===== config.mk =====
export PLATFORM = sky130hd
export DESIGN_NAME = crsel_top
export DESIGN_NICKNAME = d
export VERILOG_FILES = /design/src/include/crsel_pkg.sv /design/src/core/crsel_pulse_count.sv /design/src/core/crsel_sync.sv /design/src/core/crsel_top.sv
export VERILOG_INCLUDE_DIRS = /design/src /design/src/include
export SDC_FILE = /design/constraint.sdc
export NUM_CORES = 1
export LEC_CHECK = 0
export BUFFER_PORTS_ARGS = -buffer_cell sky130_fd_sc_hd__buf_2
export CAP_MARGIN = 40
export CORE_UTILIZATION = 45
export DETAILED_ROUTE_END_ITERATION = 6
export HOLD_SLACK_MARGIN = 0.05
export PLACE_DENSITY = 0.67
export SLEW_MARGIN = 30
export SYNTH_ARGS = -nofsm -noshare
export SYNTH_HDL_FRONTEND = slang
export SYNTH_SLANG_ARGS = --single-unit

===== constraint.sdc =====
create_clock -name clock -period 3.2 [get_ports clock]
set_input_delay 0.16 -clock clock [delete_from_list [all_inputs] [get_ports clock]]
set_output_delay 0.16 -clock clock [all_outputs]
set_load 0.02 [all_outputs]

===== src/include/crsel_map.svh =====
/*
 * Constants of the CPU clock source selector: counts, widths and the
 * values that control state takes after reset.
 * Assumes inclusion by bare name from any file that needs a figure.
 */
`ifndef CRSEL_MAP_SVH
`define CRSEL_MAP_SVH

// ****************************************************************
// Counts
// ****************************************************************
// Crystal edges masked while the oscillator warms up
`define CRSEL_WARM_W 16
`define CRSEL_WARM_EDGES 16'h8000
// Pin edges that prove an external clock is present
`define CRSEL_EXT_W 3
`define CRSEL_EXT_PULSES 3'h4

// ****************************************************************
// Reset values of the control and status bits
// ****************************************************************
`define CRSEL_RST_CPU_SEL 1'h0
`define CRSEL_RST_EXT_SEEN 1'h0
`define CRSEL_RST_EXT_ALLOW 1'h0
`define CRSEL_RST_WARMING 1'h1
`define CRSEL_RST_XTAL_ON 1'h0
`define CRSEL_RST_RC_ON 1'h1

// ****************************************************************
// Synchroniser depth and count
// ****************************************************************
`define CRSEL_SYNC_STAGES 3
`define CRSEL_NUM_PINS 3

`endif


===== src/include/crsel_pkg.sv =====
/*
 * Types of the CPU clock source selector: sources, switch states and
 * the structs that carry control writes and status.
 * Assumes nothing beyond a SystemVerilog compiler.
 */
package crsel_pkg;

	// ****************************************************************
	// Enumerations
	// ****************************************************************
	typedef enum logic [1:0] {
		SRC_OFF,
		SRC_RC,
		SRC_XTAL,
		SRC_EXT
	} crsel_src_e;

	typedef enum logic {
		SW_RUN,
		SW_PARK
	} crsel_sw_e;

	// ****************************************************************
	// Carriers
	// ****************************************************************
	typedef struct packed {
		logic cpu_sel;
		logic ext_clock_allow;
		logic crystal_osc_on;
		logic rc_osc_on;
	} crsel_ctrl_s;

	typedef struct packed {
		logic cpu_sel;
		logic ext_clock_seen;
		logic ext_clock_allow;
		logic crystal_warming;
		logic crystal_osc_on;
		logic rc_osc_on;
	} crsel_stat_s;

endpackage : crsel_pkg


===== src/core/crsel_pulse_count.sv =====
/*
 * Edge counter with a sticky done flag, cleared by a level.
 * Assumes tick is a one-cycle pulse on the block's clock.
 */
`timescale 1ns/1ps
`default_nettype none

module crsel_pulse_count #(
	parameter int WIDTH = 16
) (
	input wire logic clock,
	input wire logic reset,
	input wire logic clear,
	input wire logic tick,
	input wire logic [WIDTH-1:0] target,
	output logic done
);
	logic [WIDTH-1:0] cnt_q, cnt_d;
	logic done_q, done_d;

	always_comb begin
		cnt_d = cnt_q;
		done_d = done_q;
		if (clear) begin
			cnt_d = '0;
			done_d = 1'h0;
		end else if (tick && !done_q) begin
			cnt_d = cnt_q + 1'h1;
			done_d = (cnt_d == target);
		end
	end

	always_ff @(posedge clock or posedge reset) begin
		if (reset) begin
			cnt_q <= '0;
			done_q <= 1'h0;
		end else begin
			cnt_q <= cnt_d;
			done_q <= done_d;
		end
	end

	assign done = done_q;

endmodule : crsel_pulse_count

`default_nettype wire


===== src/core/crsel_sync.sv =====
/*
 * Three-stage synchroniser for one pin level; the output moves only
 * when the second and third stages agree.
 * Assumes an asynchronous input and the block's single clock.
 */
`timescale 1ns/1ps
`default_nettype none

module crsel_sync (
	input wire logic clock,
	input wire logic reset,
	input wire logic pin,
	output logic level
);
	logic s1_q, s1_d;
	logic s2_q, s2_d;
	logic s3_q, s3_d;
	logic out_q, out_d;

	always_comb begin
		s1_d = pin;
		s2_d = s1_q;
		s3_d = s2_q;
		// Filters a one-sample spike
		out_d = (s2_q == s3_q) ? s2_q : out_q;
	end

	always_ff @(posedge clock or posedge reset) begin
		if (reset) begin
			s1_q <= 1'h0;
			s2_q <= 1'h0;
			s3_q <= 1'h0;
			out_q <= 1'h0;
		end else begin
			s1_q <= s1_d;
			s2_q <= s2_d;
			s3_q <= s3_d;
			out_q <= out_d;
		end
	end

	assign level = out_q;

endmodule : crsel_sync

`default_nettype wire


===== src/core/crsel_top.sv =====
/*
 * CPU clock source selector: crystal warm-up mask, external clock
 * detection, glitch-free CPU clock choice and prescaler routing.
 * Assumes control writes and sleep come from logic on clock; the RC,
 * crystal and pin levels are asynchronous and sampled at 20 MHz.
 */
`timescale 1ns/1ps
`default_nettype none
`include "crsel_map.svh"

module crsel_top (
	input wire logic clock,
	input wire logic reset,
	input wire logic sleep,
	input wire logic ctrl_we,
	input wire crsel_pkg::crsel_ctrl_s ctrl_wdata,
	input wire logic pre_clear_req,
	input wire logic rc_clock_in,
	input wire logic xtal_clock_in,
	input wire logic oscin_pin,
	output crsel_pkg::crsel_stat_s status,
	output logic rc_osc_run,
	output logic xtal_osc_run,
	output logic cpu_clock,
	output crsel_pkg::crsel_src_e cpu_src,
	output logic high_pre_clock,
	output logic low_pre_clock,
	output logic low_pre_clear
);

	// ****************************************************************
	// Pin sampling
	// ****************************************************************
	logic [`CRSEL_NUM_PINS-1:0] pin_raw;
	logic [`CRSEL_NUM_PINS-1:0] pin_lvl;
	logic [`CRSEL_NUM_PINS-1:0] pin_prev_q, pin_prev_d;
	logic [`CRSEL_NUM_PINS-1:0] pin_rise;
	logic rc_lvl;
	logic xtal_lvl;
	logic ext_lvl;
	logic xtal_rise;
	logic ext_rise;

	assign pin_raw = {oscin_pin, xtal_clock_in, rc_clock_in};

	genvar gi;
	generate
		for (gi = 0; gi < `CRSEL_NUM_PINS; gi++) begin : g_sync
			crsel_sync u_sync (
				.clock(clock),
				.reset(reset),
				.pin(pin_raw[gi]),
				.level(pin_lvl[gi])
			);
		end
	endgenerate

	always_comb begin
		pin_prev_d = pin_lvl;
		pin_rise = pin_lvl & ~pin_prev_q;
	end

	always_ff @(posedge clock or posedge reset) begin
		if (reset) begin
			pin_prev_q <= '0;
		end else begin
			pin_prev_q <= pin_prev_d;
		end
	end

	assign rc_lvl = pin_lvl[0];
	assign xtal_lvl = pin_lvl[1];
	assign ext_lvl = pin_lvl[2];
	assign xtal_rise = pin_rise[1];
	assign ext_rise = pin_rise[2];

	// ****************************************************************
	// Control bits
	// ****************************************************************
	logic cpu_sel_q, cpu_sel_d;
	logic ext_allow_q, ext_allow_d;
	logic xtal_on_q, xtal_on_d;
	logic rc_on_q, rc_on_d;
	logic sleep_q, sleep_d;
	logic ext_seen_q, ext_seen_d;
	logic warming_q, warming_d;
	logic pre_clear_q, pre_clear_d;
	logic warm_done;
	logic ext_done;
	logic ext_block;

	always_comb begin
		sleep_d = sleep;
		cpu_sel_d = cpu_sel_q;
		ext_allow_d = ext_allow_q;
		xtal_on_d = xtal_on_q;
		rc_on_d = rc_on_q;
		ext_block = ext_seen_q | ext_allow_q;
		if (ctrl_we) begin
			cpu_sel_d = ctrl_wdata.cpu_sel;
			ext_allow_d = ctrl_wdata.ext_clock_allow;
			rc_on_d = ctrl_wdata.rc_osc_on;
			ext_block = ext_block | ctrl_wdata.ext_clock_allow;
			xtal_on_d = ctrl_wdata.crystal_osc_on & ~ext_block;
		end
		if (sleep_q && !sleep) begin
			rc_on_d = 1'h1;
			cpu_sel_d = 1'h0;
		end
		if (sleep) begin
			xtal_on_d = 1'h0;
			rc_on_d = 1'h0;
			cpu_sel_d = 1'h0;
		end
	end

	// ****************************************************************
	// Warm-up and detection counters
	// ****************************************************************
	// counts synchronised source edges
	crsel_pulse_count #(
		.WIDTH(`CRSEL_WARM_W)
	) u_warm (
		.clock(clock),
		.reset(reset),
		.clear(~xtal_on_q),
		.tick(xtal_rise),
		.target(`CRSEL_WARM_EDGES),
		.done(warm_done)
	);

	crsel_pulse_count #(
		.WIDTH(`CRSEL_EXT_W)
	) u_ext (
		.clock(clock),
		.reset(reset),
		.clear(~ext_allow_q),
		.tick(ext_rise),
		.target(`CRSEL_EXT_PULSES),
		.done(ext_done)
	);

	always_comb begin
		// Detection holds until reset
		ext_seen_d = ext_seen_q | ext_done;
		warming_d = ~(xtal_on_q & warm_done);
		if (sleep || !xtal_on_d) begin
			warming_d = 1'h1;
		end
		pre_clear_d = (xtal_on_d & ~xtal_on_q) | pre_clear_req;
	end

	always_ff @(posedge clock or posedge reset) begin
		if (reset) begin
			sleep_q <= 1'h0;
			cpu_sel_q <= `CRSEL_RST_CPU_SEL;
			ext_allow_q <= `CRSEL_RST_EXT_ALLOW;
			xtal_on_q <= `CRSEL_RST_XTAL_ON;
			rc_on_q <= `CRSEL_RST_RC_ON;
			ext_seen_q <= `CRSEL_RST_EXT_SEEN;
			warming_q <= `CRSEL_RST_WARMING;
			pre_clear_q <= 1'h0;
		end else begin
			sleep_q <= sleep_d;
			cpu_sel_q <= cpu_sel_d;
			ext_allow_q <= ext_allow_d;
			xtal_on_q <= xtal_on_d;
			rc_on_q <= rc_on_d;
			ext_seen_q <= ext_seen_d;
			warming_q <= warming_d;
			pre_clear_q <= pre_clear_d;
		end
	end

	// ****************************************************************
	// Source choice
	// ****************************************************************
	logic xtal_usable;
	logic xtal_ok_lvl;
	crsel_pkg::crsel_src_e want_src;

	always_comb begin
		xtal_usable = xtal_on_q & ~ext_allow_q & ~ext_seen_q;
		xtal_ok_lvl = xtal_lvl & xtal_on_q & ~warming_q;
		if (!cpu_sel_q) begin
			want_src = rc_on_q ? crsel_pkg::SRC_RC : crsel_pkg::SRC_OFF;
		end else if (xtal_usable) begin
			want_src = crsel_pkg::SRC_XTAL;
		end else begin
			want_src = crsel_pkg::SRC_EXT;
		end
	end

	function automatic logic src_level(
		input crsel_pkg::crsel_src_e src,
		input logic rc_l,
		input logic xt_l,
		input logic ex_l
	);
		case (src)
			crsel_pkg::SRC_RC: src_level = rc_l;
			crsel_pkg::SRC_XTAL: src_level = xt_l;
			crsel_pkg::SRC_EXT: src_level = ex_l;
			default: src_level = 1'h0;
		endcase
	endfunction : src_level

	// ****************************************************************
	// Glitch-free CPU clock switch
	// ****************************************************************
	// Leaves the old source only while low and joins the new one only
	// while low, so the first new high phase is always whole.
	crsel_pkg::crsel_src_e cur_src_q, cur_src_d;
	crsel_pkg::crsel_sw_e sw_q, sw_d;
	logic cpu_clk_q, cpu_clk_d;
	logic cur_lvl;
	logic want_lvl;

	always_comb begin
		cur_lvl = src_level(cur_src_q, rc_lvl, xtal_ok_lvl, ext_lvl);
		want_lvl = src_level(want_src, rc_lvl, xtal_ok_lvl, ext_lvl);
		cur_src_d = cur_src_q;
		sw_d = sw_q;
		cpu_clk_d = 1'h0;
		case (sw_q)
			crsel_pkg::SW_RUN: begin
				cpu_clk_d = cur_lvl;
				if (want_src != cur_src_q && !cur_lvl) begin
					sw_d = crsel_pkg::SW_PARK;
					cpu_clk_d = 1'h0;
				end
			end
			crsel_pkg::SW_PARK: begin
				cpu_clk_d = 1'h0;
				if (!want_lvl) begin
					cur_src_d = want_src;
					sw_d = crsel_pkg::SW_RUN;
				end
			end
			default: begin
				sw_d = crsel_pkg::SW_PARK;
			end
		endcase
	end

	always_ff @(posedge clock or posedge reset) begin
		if (reset) begin
			cur_src_q <= crsel_pkg::SRC_RC;
			sw_q <= crsel_pkg::SW_RUN;
			cpu_clk_q <= 1'h0;
		end else begin
			cur_src_q <= cur_src_d;
			sw_q <= sw_d;
			cpu_clk_q <= cpu_clk_d;
		end
	end

	// ****************************************************************
	// Prescaler routing
	// ****************************************************************
	logic hi_pre_q, hi_pre_d;
	logic lo_pre_q, lo_pre_d;

	always_comb begin
		hi_pre_d = rc_on_q & rc_lvl;
		if (xtal_usable) begin
			lo_pre_d = xtal_ok_lvl;
		end else begin
			lo_pre_d = hi_pre_d;
		end
	end

	always_ff @(posedge clock or posedge reset) begin
		if (reset) begin
			hi_pre_q <= 1'h0;
			lo_pre_q <= 1'h0;
		end else begin
			hi_pre_q <= hi_pre_d;
			lo_pre_q <= lo_pre_d;
		end
	end

	// ****************************************************************
	// Outputs
	// ****************************************************************
	always_comb begin
		status.cpu_sel = cpu_sel_q;
		status.ext_clock_seen = ext_seen_q;
		status.ext_clock_allow = ext_allow_q;
		status.crystal_warming = warming_q;
		status.crystal_osc_on = xtal_on_q;
		status.rc_osc_on = rc_on_q;
	end

	assign rc_osc_run = rc_on_q;
	assign xtal_osc_run = xtal_on_q;
	assign cpu_clock = cpu_clk_q;
	assign cpu_src = cur_src_q;
	assign high_pre_clock = hi_pre_q;
	assign low_pre_clock = lo_pre_q;
	assign low_pre_clear = pre_clear_q;

endmodule : crsel_top

`default_nettype wire


## Word level (Yosys, flattened, before mapping)

Index checks and enable logic that the tools add are counted.

| cells by class | value |
|---|---|
| $add $sub $neg | 2 |
| multipliers | 0 |
| div/mod/pow operators | 0 |
| magnitude comparators | 0 |
| equal/unequal tests | 14 |
| shift-type cells | 0 |
| multiplexer cells | 28 |
| bitwise gates (word level) | 22 |
| reduce and logical (&&, ||, !) cells | 12 |

Operator list:

| kind | count |
|---|---|
| $mux 16 | 2 |
| $mux 1 | 19 |
| $add 16x1->16 const B | 1 |
| $eq 16x16->1 const B | 1 |
| $and 1x1->1 | 8 |
| $eq 2x2->1 const B | 4 |
| $not 1->1 | 8 |
| $mux 3 | 2 |
| $pmux 1 s3 | 2 |
| $logic_not 1->1 | 5 |
| $eq 2x1->1 const B | 2 |
| $logic_and 1x1->1 | 4 |
| $ne 2x1->1 const B | 2 |
| $or 1x1->1 | 4 |
| $pmux 1 s2 | 2 |
| $add 3x1->3 const B | 1 |
| $and 3x3->3 | 1 |
| $eq 1x1->1 | 3 |
| $eq 3x3->1 const B | 1 |
| $not 3->3 | 1 |
| $reduce_bool 3->1 | 1 |
| $mux 2 | 1 |
| $ne 2x2->1 | 1 |
| $reduce_and 2->1 | 1 |
| $logic_or 1x1->1 | 1 |

| storage, ports and cells | value |
|---|---|
| bits in registers | 50 |
| bits in latches | 0 |
| bits in writable memories | 0 |
| memory bits (read-only) | 0 |
| bits of input ports | 12 |
| output and inout bits | 14 |
| memories | 0 |

## Logic depth before layout (Yosys ltp)

| logic depth | value |
|---|---|
| word-level depth | 9 |
| depth in mapped cells | 6 |

## By module

Synthesis repeated with hierarchy kept, for this count alone.

| second synthesis, totals | value |
|---|---|
| cells, all modules | 254 |
| area total of the unflattened synthesis | 2607.5 µm² |

By module, submodules not included:

| module | times used | cells each | area an instance (µm²) |
|---|---|---|---|
| crsel_pulse_count (u_warm) | 1 | 145 | 1271.2 |
| crsel_top | 1 | 70 | 760.7 |
| crsel_sync | 3 | 6 | 115.1 |
| crsel_pulse_count (u_ext) | 1 | 21 | 230.2 |

## Worst setup path before layout

Ideal clock, no wire load.

| path | value |
|---|---|
| path type | register to register |
| from | register u_warm.cnt_q[0] |
| to | register u_warm.done_q, in the netlist u_warm.done |
| setup time | 104 ps |
| arrival time | 1911 ps |
| data required time | 3096 ps |
| setup slack | 1186 ps |
| stages on the path, launching flop included | 7 |
| buffers on the path | 0 |
| period minus slack after synthesis | 2014 ps |
| cells stage by stage | dfrtp_1 -> ha_1 -> and2_1 -> a311oi_1 -> a41oi_1 -> or4_1 -> o41ai_2 |

| on the way | value |
|---|---|
| cells in the longest elaborated chain, start to end | 4 |

Ends and longest elaborated chain:

| element | line | source |
|---|---|---|
| start: declaration | crsel_pulse_count.sv:18 | `logic [WIDTH-1:0] cnt_q, cnt_d;` |
| start signal: assignment | crsel_pulse_count.sv:38 | `cnt_q <= cnt_d;` |
| $add 16x1->16 | crsel_pulse_count.sv:28 | `cnt_d = cnt_q + 1'h1;` |
| $eq 16x16->1 | crsel_pulse_count.sv:29 | `done_d = (cnt_d == target);` |
| $mux 1 | crsel_pulse_count.sv:27 | `end else if (tick && !done_q) begin` |
| $mux 1 | crsel_pulse_count.sv:24 | `if (clear) begin` |
| end signal: assignment | crsel_pulse_count.sv:39 | `done_q <= done_d;` |
| end: declaration | crsel_pulse_count.sv:19 | `logic done_q, done_d;` |

Every way passes these cells. The select of a mux whose other input is x is not followed.
A chain may end at the register's enable or synchronous reset.

## Worst setup path after layout

Same ends and word-level chain as after synthesis.

==> reports/results.env <==
OUTCOME='completed'
POST-ROUTE-WORST-SETUP-SLACK_PS=1010
YS_TOP_CELLS_BY_COUNT='46 x dfrtp_1, 16 x nand2_1, 15 x and2_1, 14 x xnor2_1'
FRACTION_OF_SYNTHESIZED_CELL_AREA_TAKEN_BY_THE_TOP_AREA_CELL_TYPE=0.499
NUMBER_OF_NETS_STILL_FAILING_ANTENNA_CHECKS_AFTER_ROUTING=0
INTERNAL_POWER_W=0.000905
CP_SLOWEST_STAGE_DELAY_PS=560
FINAL-SETUP-VIOL-COUNT=0
SETUP-TNS-FINAL_PS=0
TIMING.REG2REG.SETUP_SLACK_PS=1010
UNREPAIRED_SETUP_ENDPOINTS_AFTER_GLOBAL_ROUTING='false'
GRT_PASS1_VIAS=1419
TIMING_HOLD_VIOLATIONS_FINAL=0
DIE_HEIGHT_UM=73.6
REMAINING_DRC_ERRORS=0
SYNTHARSTFLOPSHARE=1.00
R2R_END='u_warm.done'
CLK_ROOT_BUFFER_CELL='clkbuf_8'
MIN_DELAY_ENDPOINT='rc_osc_run'
REG2REG_DEPTH=6
GRT.TOTAL_USAGE=0.169
FP.COREAREA_UM2=4820
PATH_BUF_INV=0
DETAILED_PLACE_HPWL_UM=2680
TIGHTESTPINTRANSITION_PS=608
CP-START-KIND='register'
NUM_ANTENNA_CELLS=0
WHS_PATH_DEPTH=3
TRITONCTS='built'
GRT_MAX_DEGREE=50
CRIT-REG2REG-LAUNCH='u_warm.cnt_q[0]'
IR_WORST_VDD_mV=0.289
SYN-INSTANCE-COUNT=207
ROUTED-VIA-COUNT=1547
CTS_MAX_PATH_BUFFERS=2
MAX_CLOCK_FREQ_MHz=457
DRT_WL_TOTAL_UM=4010
GP_ROUTABILITY_CONGESTION=0.808
CELL_WITH_THE_MOST_INSTANCES_AFTER_SYNTHESIS='dfrtp_1'
SYNTH.LIB_CELLS_USED.DISTINCT=52
CTS_HTREE_LEVELS=2
TIMING.CRITICAL_PATH.FANOUT_MAX=4
POWER.DENSITY_nW_PER_UM2=481
STANDBY_LEAKAGE_POWER_nW=1.20
SYNTH_FF_TYPE='dfrtp_1'
FIN_SKEW_PS=7.62
IO_BUFFERS=25
SYNTHESIS.NETS=222
FIRST_PASS_ITERS=4
CRIT_PATH_CELL_TRACE='ha_1 -> and2_1 -> a311oi_1 -> a41oi_1 -> or4_1 -> o41ai_2'
FILLER_CELL_COUNT=457
COMBPWRFRAC=0.132
SYNTH.YOSYS.SEQ_AREA_SHARE=0.533
AVGVIACOUNTPERCELL=5.11
CLOCK_SINKS=49
CRITPATHREQUIREDTIME_PS=3400
SYNTH.AVG_CELL_AREA_UM2=11.1
CP_DATA_ARRIVAL_TIME_PS=2390
POWER_FRAC_CLOCK=0.307
MIN_PERIOD_OVER_PERIOD=0.684
PLACEMENT.SETUP.WORST_SLACK_PS=1030
CHIPWIDTH_UM=73.6
ANTENNA_VIOLATIONS_BEFORE_REPAIR=0
FLOORPLAN.ROWS=25
OVERFLOW=0
LAYOUT_AREA_GROWTH_OVER_SYNTHESIS_PCT=13.5
SWITCHING_POWER_W=0.000355
SYNTHESIS.AREA_UM2=2310
CAP_VIOLATIONS=0
POST_DRT_WL_PER_CELL_UM=13.2
CPMAXSTAGEDELAYCELL='or4_1'
SYNTHDOMINANTAREACELLTYPE='dfrtp_1'
WORST_SKEW_PAIR.LATE_LATENCY_PS=310
CRIT_TYPE='register to register'
HOLD_CLASS='input pin to register'
DRIVE_ABOVE_1_SHARE=0.195
DESIGN.FINAL.NETS=250
YOSYS_WARNINGS=0
CTS_MADE_BUFFERS=5
INITIAL_CORE_UTIL=0.479
POWER.SHARE.SEQUENTIAL=0.561
CLKSLEWWORSTSETUPHOLDPATHS_PS=100
LAYOUT_MIN_CYCLE_TIME_PS=2190
CTS_SETUP_BUFFERS=0
MAX_SLEW_MARGIN=0.594
HOLD_PATH_STARTPOINT='ctrl_wdata[0]'
GRT_FIRST_PASS_WIRELENGTH_UM=6820
SYNTH.TOP_CELLS.BY_AREA='dfrtp_1 50%, xnor2_1 5.3%, and2_1 4.1%'
CRITICAL_PATH.TOP_DELAY_FAMILY='simple AND/OR/NAND/NOR gates'
SYNTH-EDFF-COUNT=0
DRT_ITER0_MARKERS=108
IO_PINS=26
DIEAREA_UM2=5410
FRACTION_OF_POWER_SPENT_SWITCHING_NETS=0.282
WORST_SETUP_PATH_END_KIND='register'
TIMING.FINAL.MAX_SLEW_VIOLATIONS=0
NUMBER_OF_SYNTHESIZED_REGISTER_BITS=49
-- stage by stage --
stage                     area, um^2  hold slack, ps  instances  power [W]   util
after floorplan                 2310             191        207   0.000834      -
after global placement          2460             267        289   0.000879  0.510
after detailed placement        2460             269        289   0.000881  0.511
after CTS                       2620            98.3        303    0.00128  0.543
after global routing            2620             118        303    0.00132  0.543
final                           2620             106        303    0.00126  0.543
-- metal layers --
metal	track usage	vias to the layer above	share of wire	routed length, um
met2	0.256	36	0.45	1800
met5	0	-	0	0
met3	0.0288	5	0.032	128
met4	0.0641	0	0.017	67
met1	0.243	728	0.50	2020
li1	-	778	-	-
-- registers in the layout, indices dropped and copies added (netlist names), 2 cells and up --
register	flops
g_sync.u_sync.s2_q	3
pin_prev_q	2
cpu_src	2
u_ext.cnt_q	3
g_sync.u_sync.s3_q	3
g_sync.u_sync.level	3
g_sync.u_sync.s1_q	3
u_warm.cnt_q	16
-- worst register-to-register path: stages, from the launching register on --
cell and delay, ps:
dfrtp_1 440, ha_1 240, and2_1 200, a311oi_1 270, a41oi_1 60, or4_1 560, o41ai_2 330
-- power by group through the flow --
stage	sequential, W	combinational [W]	clock, W
4_1_cts	0.000707	0.000168	0.000406
3_3_place_gp	0.000719	0.000160	0
2_1_floorplan	0.000731	0.000103	0
5_1_grt	0.000716	0.000185	0.000422
6_report	0.000707	0.000166	0.000386
3_5_place_dp	0.000720	0.000162	0
-- cells by family (layout without fill, tap and decap cells) --
kind of cell / Yosys count / in the layout / share of synthesized area
mux: 6 / 6 / 0.0282
simple gates: 88 / 88 / 0.223
compound gates: 21 / 21 / 0.0722
xor+xnor: 20 / 20 / 0.0760
fa+ha+maj: 6 / 6 / 0.0293
flops: 49 / 49 / 0.533
buf+inv: 17 / 46 / 0.0380
-- layout make-up --
| type | instances | area [um^2] | area share |
|---|---|---|---|
| flip-flops and latches | 49 | 1230 | 0.470 |
| multi-input cells | 141 | 988 | 0.378 |
| repair buffers | 32 | 193 | 0.0736 |
| well taps | 67 | 83.8 | 0.0320 |
| clock buffers | 5 | 68.8 | 0.0263 |
| clock inverters | 3 | 28.8 | 0.0110 |
| inverters | 6 | 25.0 | 0.00956 |
-- placed cells by master (no fill, tap or decap), types with 6 or more instances in the layout --
cell           Yosys  layout
and2_1            15      15
dlygate4sd3_1      0       6
nand3_1           11      11
nand2_1           16      16
xor2_1             6       6
nor3_1             6       6
buf_2              1      25
xnor2_1           14      14
dfrtp_1           46      46
nor2_1            11      11
-- worst max-delay path by stage --
stage	startpoint	endpoint	slack (ps)	cells past startpoint
5_1_grt	u_warm.cnt_q[0]	u_warm.done	870	6
4_1_cts	u_warm.cnt_q[0]	u_warm.done	1000	6
6_report	u_warm.cnt_q[0]	u_warm.done	1010	6
3_5_place_dp	u_warm.cnt_q[0]	u_warm.done	1030	6
2_1_floorplan	u_warm.cnt_q[0]	u_warm.done	1190	6
3_3_place_gp	u_warm.cnt_q[0]	u_warm.done	1130	6
-- timing repair --
action	in CTS	in global routing
resized for setup	0	0
hold buffers	6	0
endpoints found under the hold margin	52	0
Note: power is estimated with default switching activity, not from simulation.
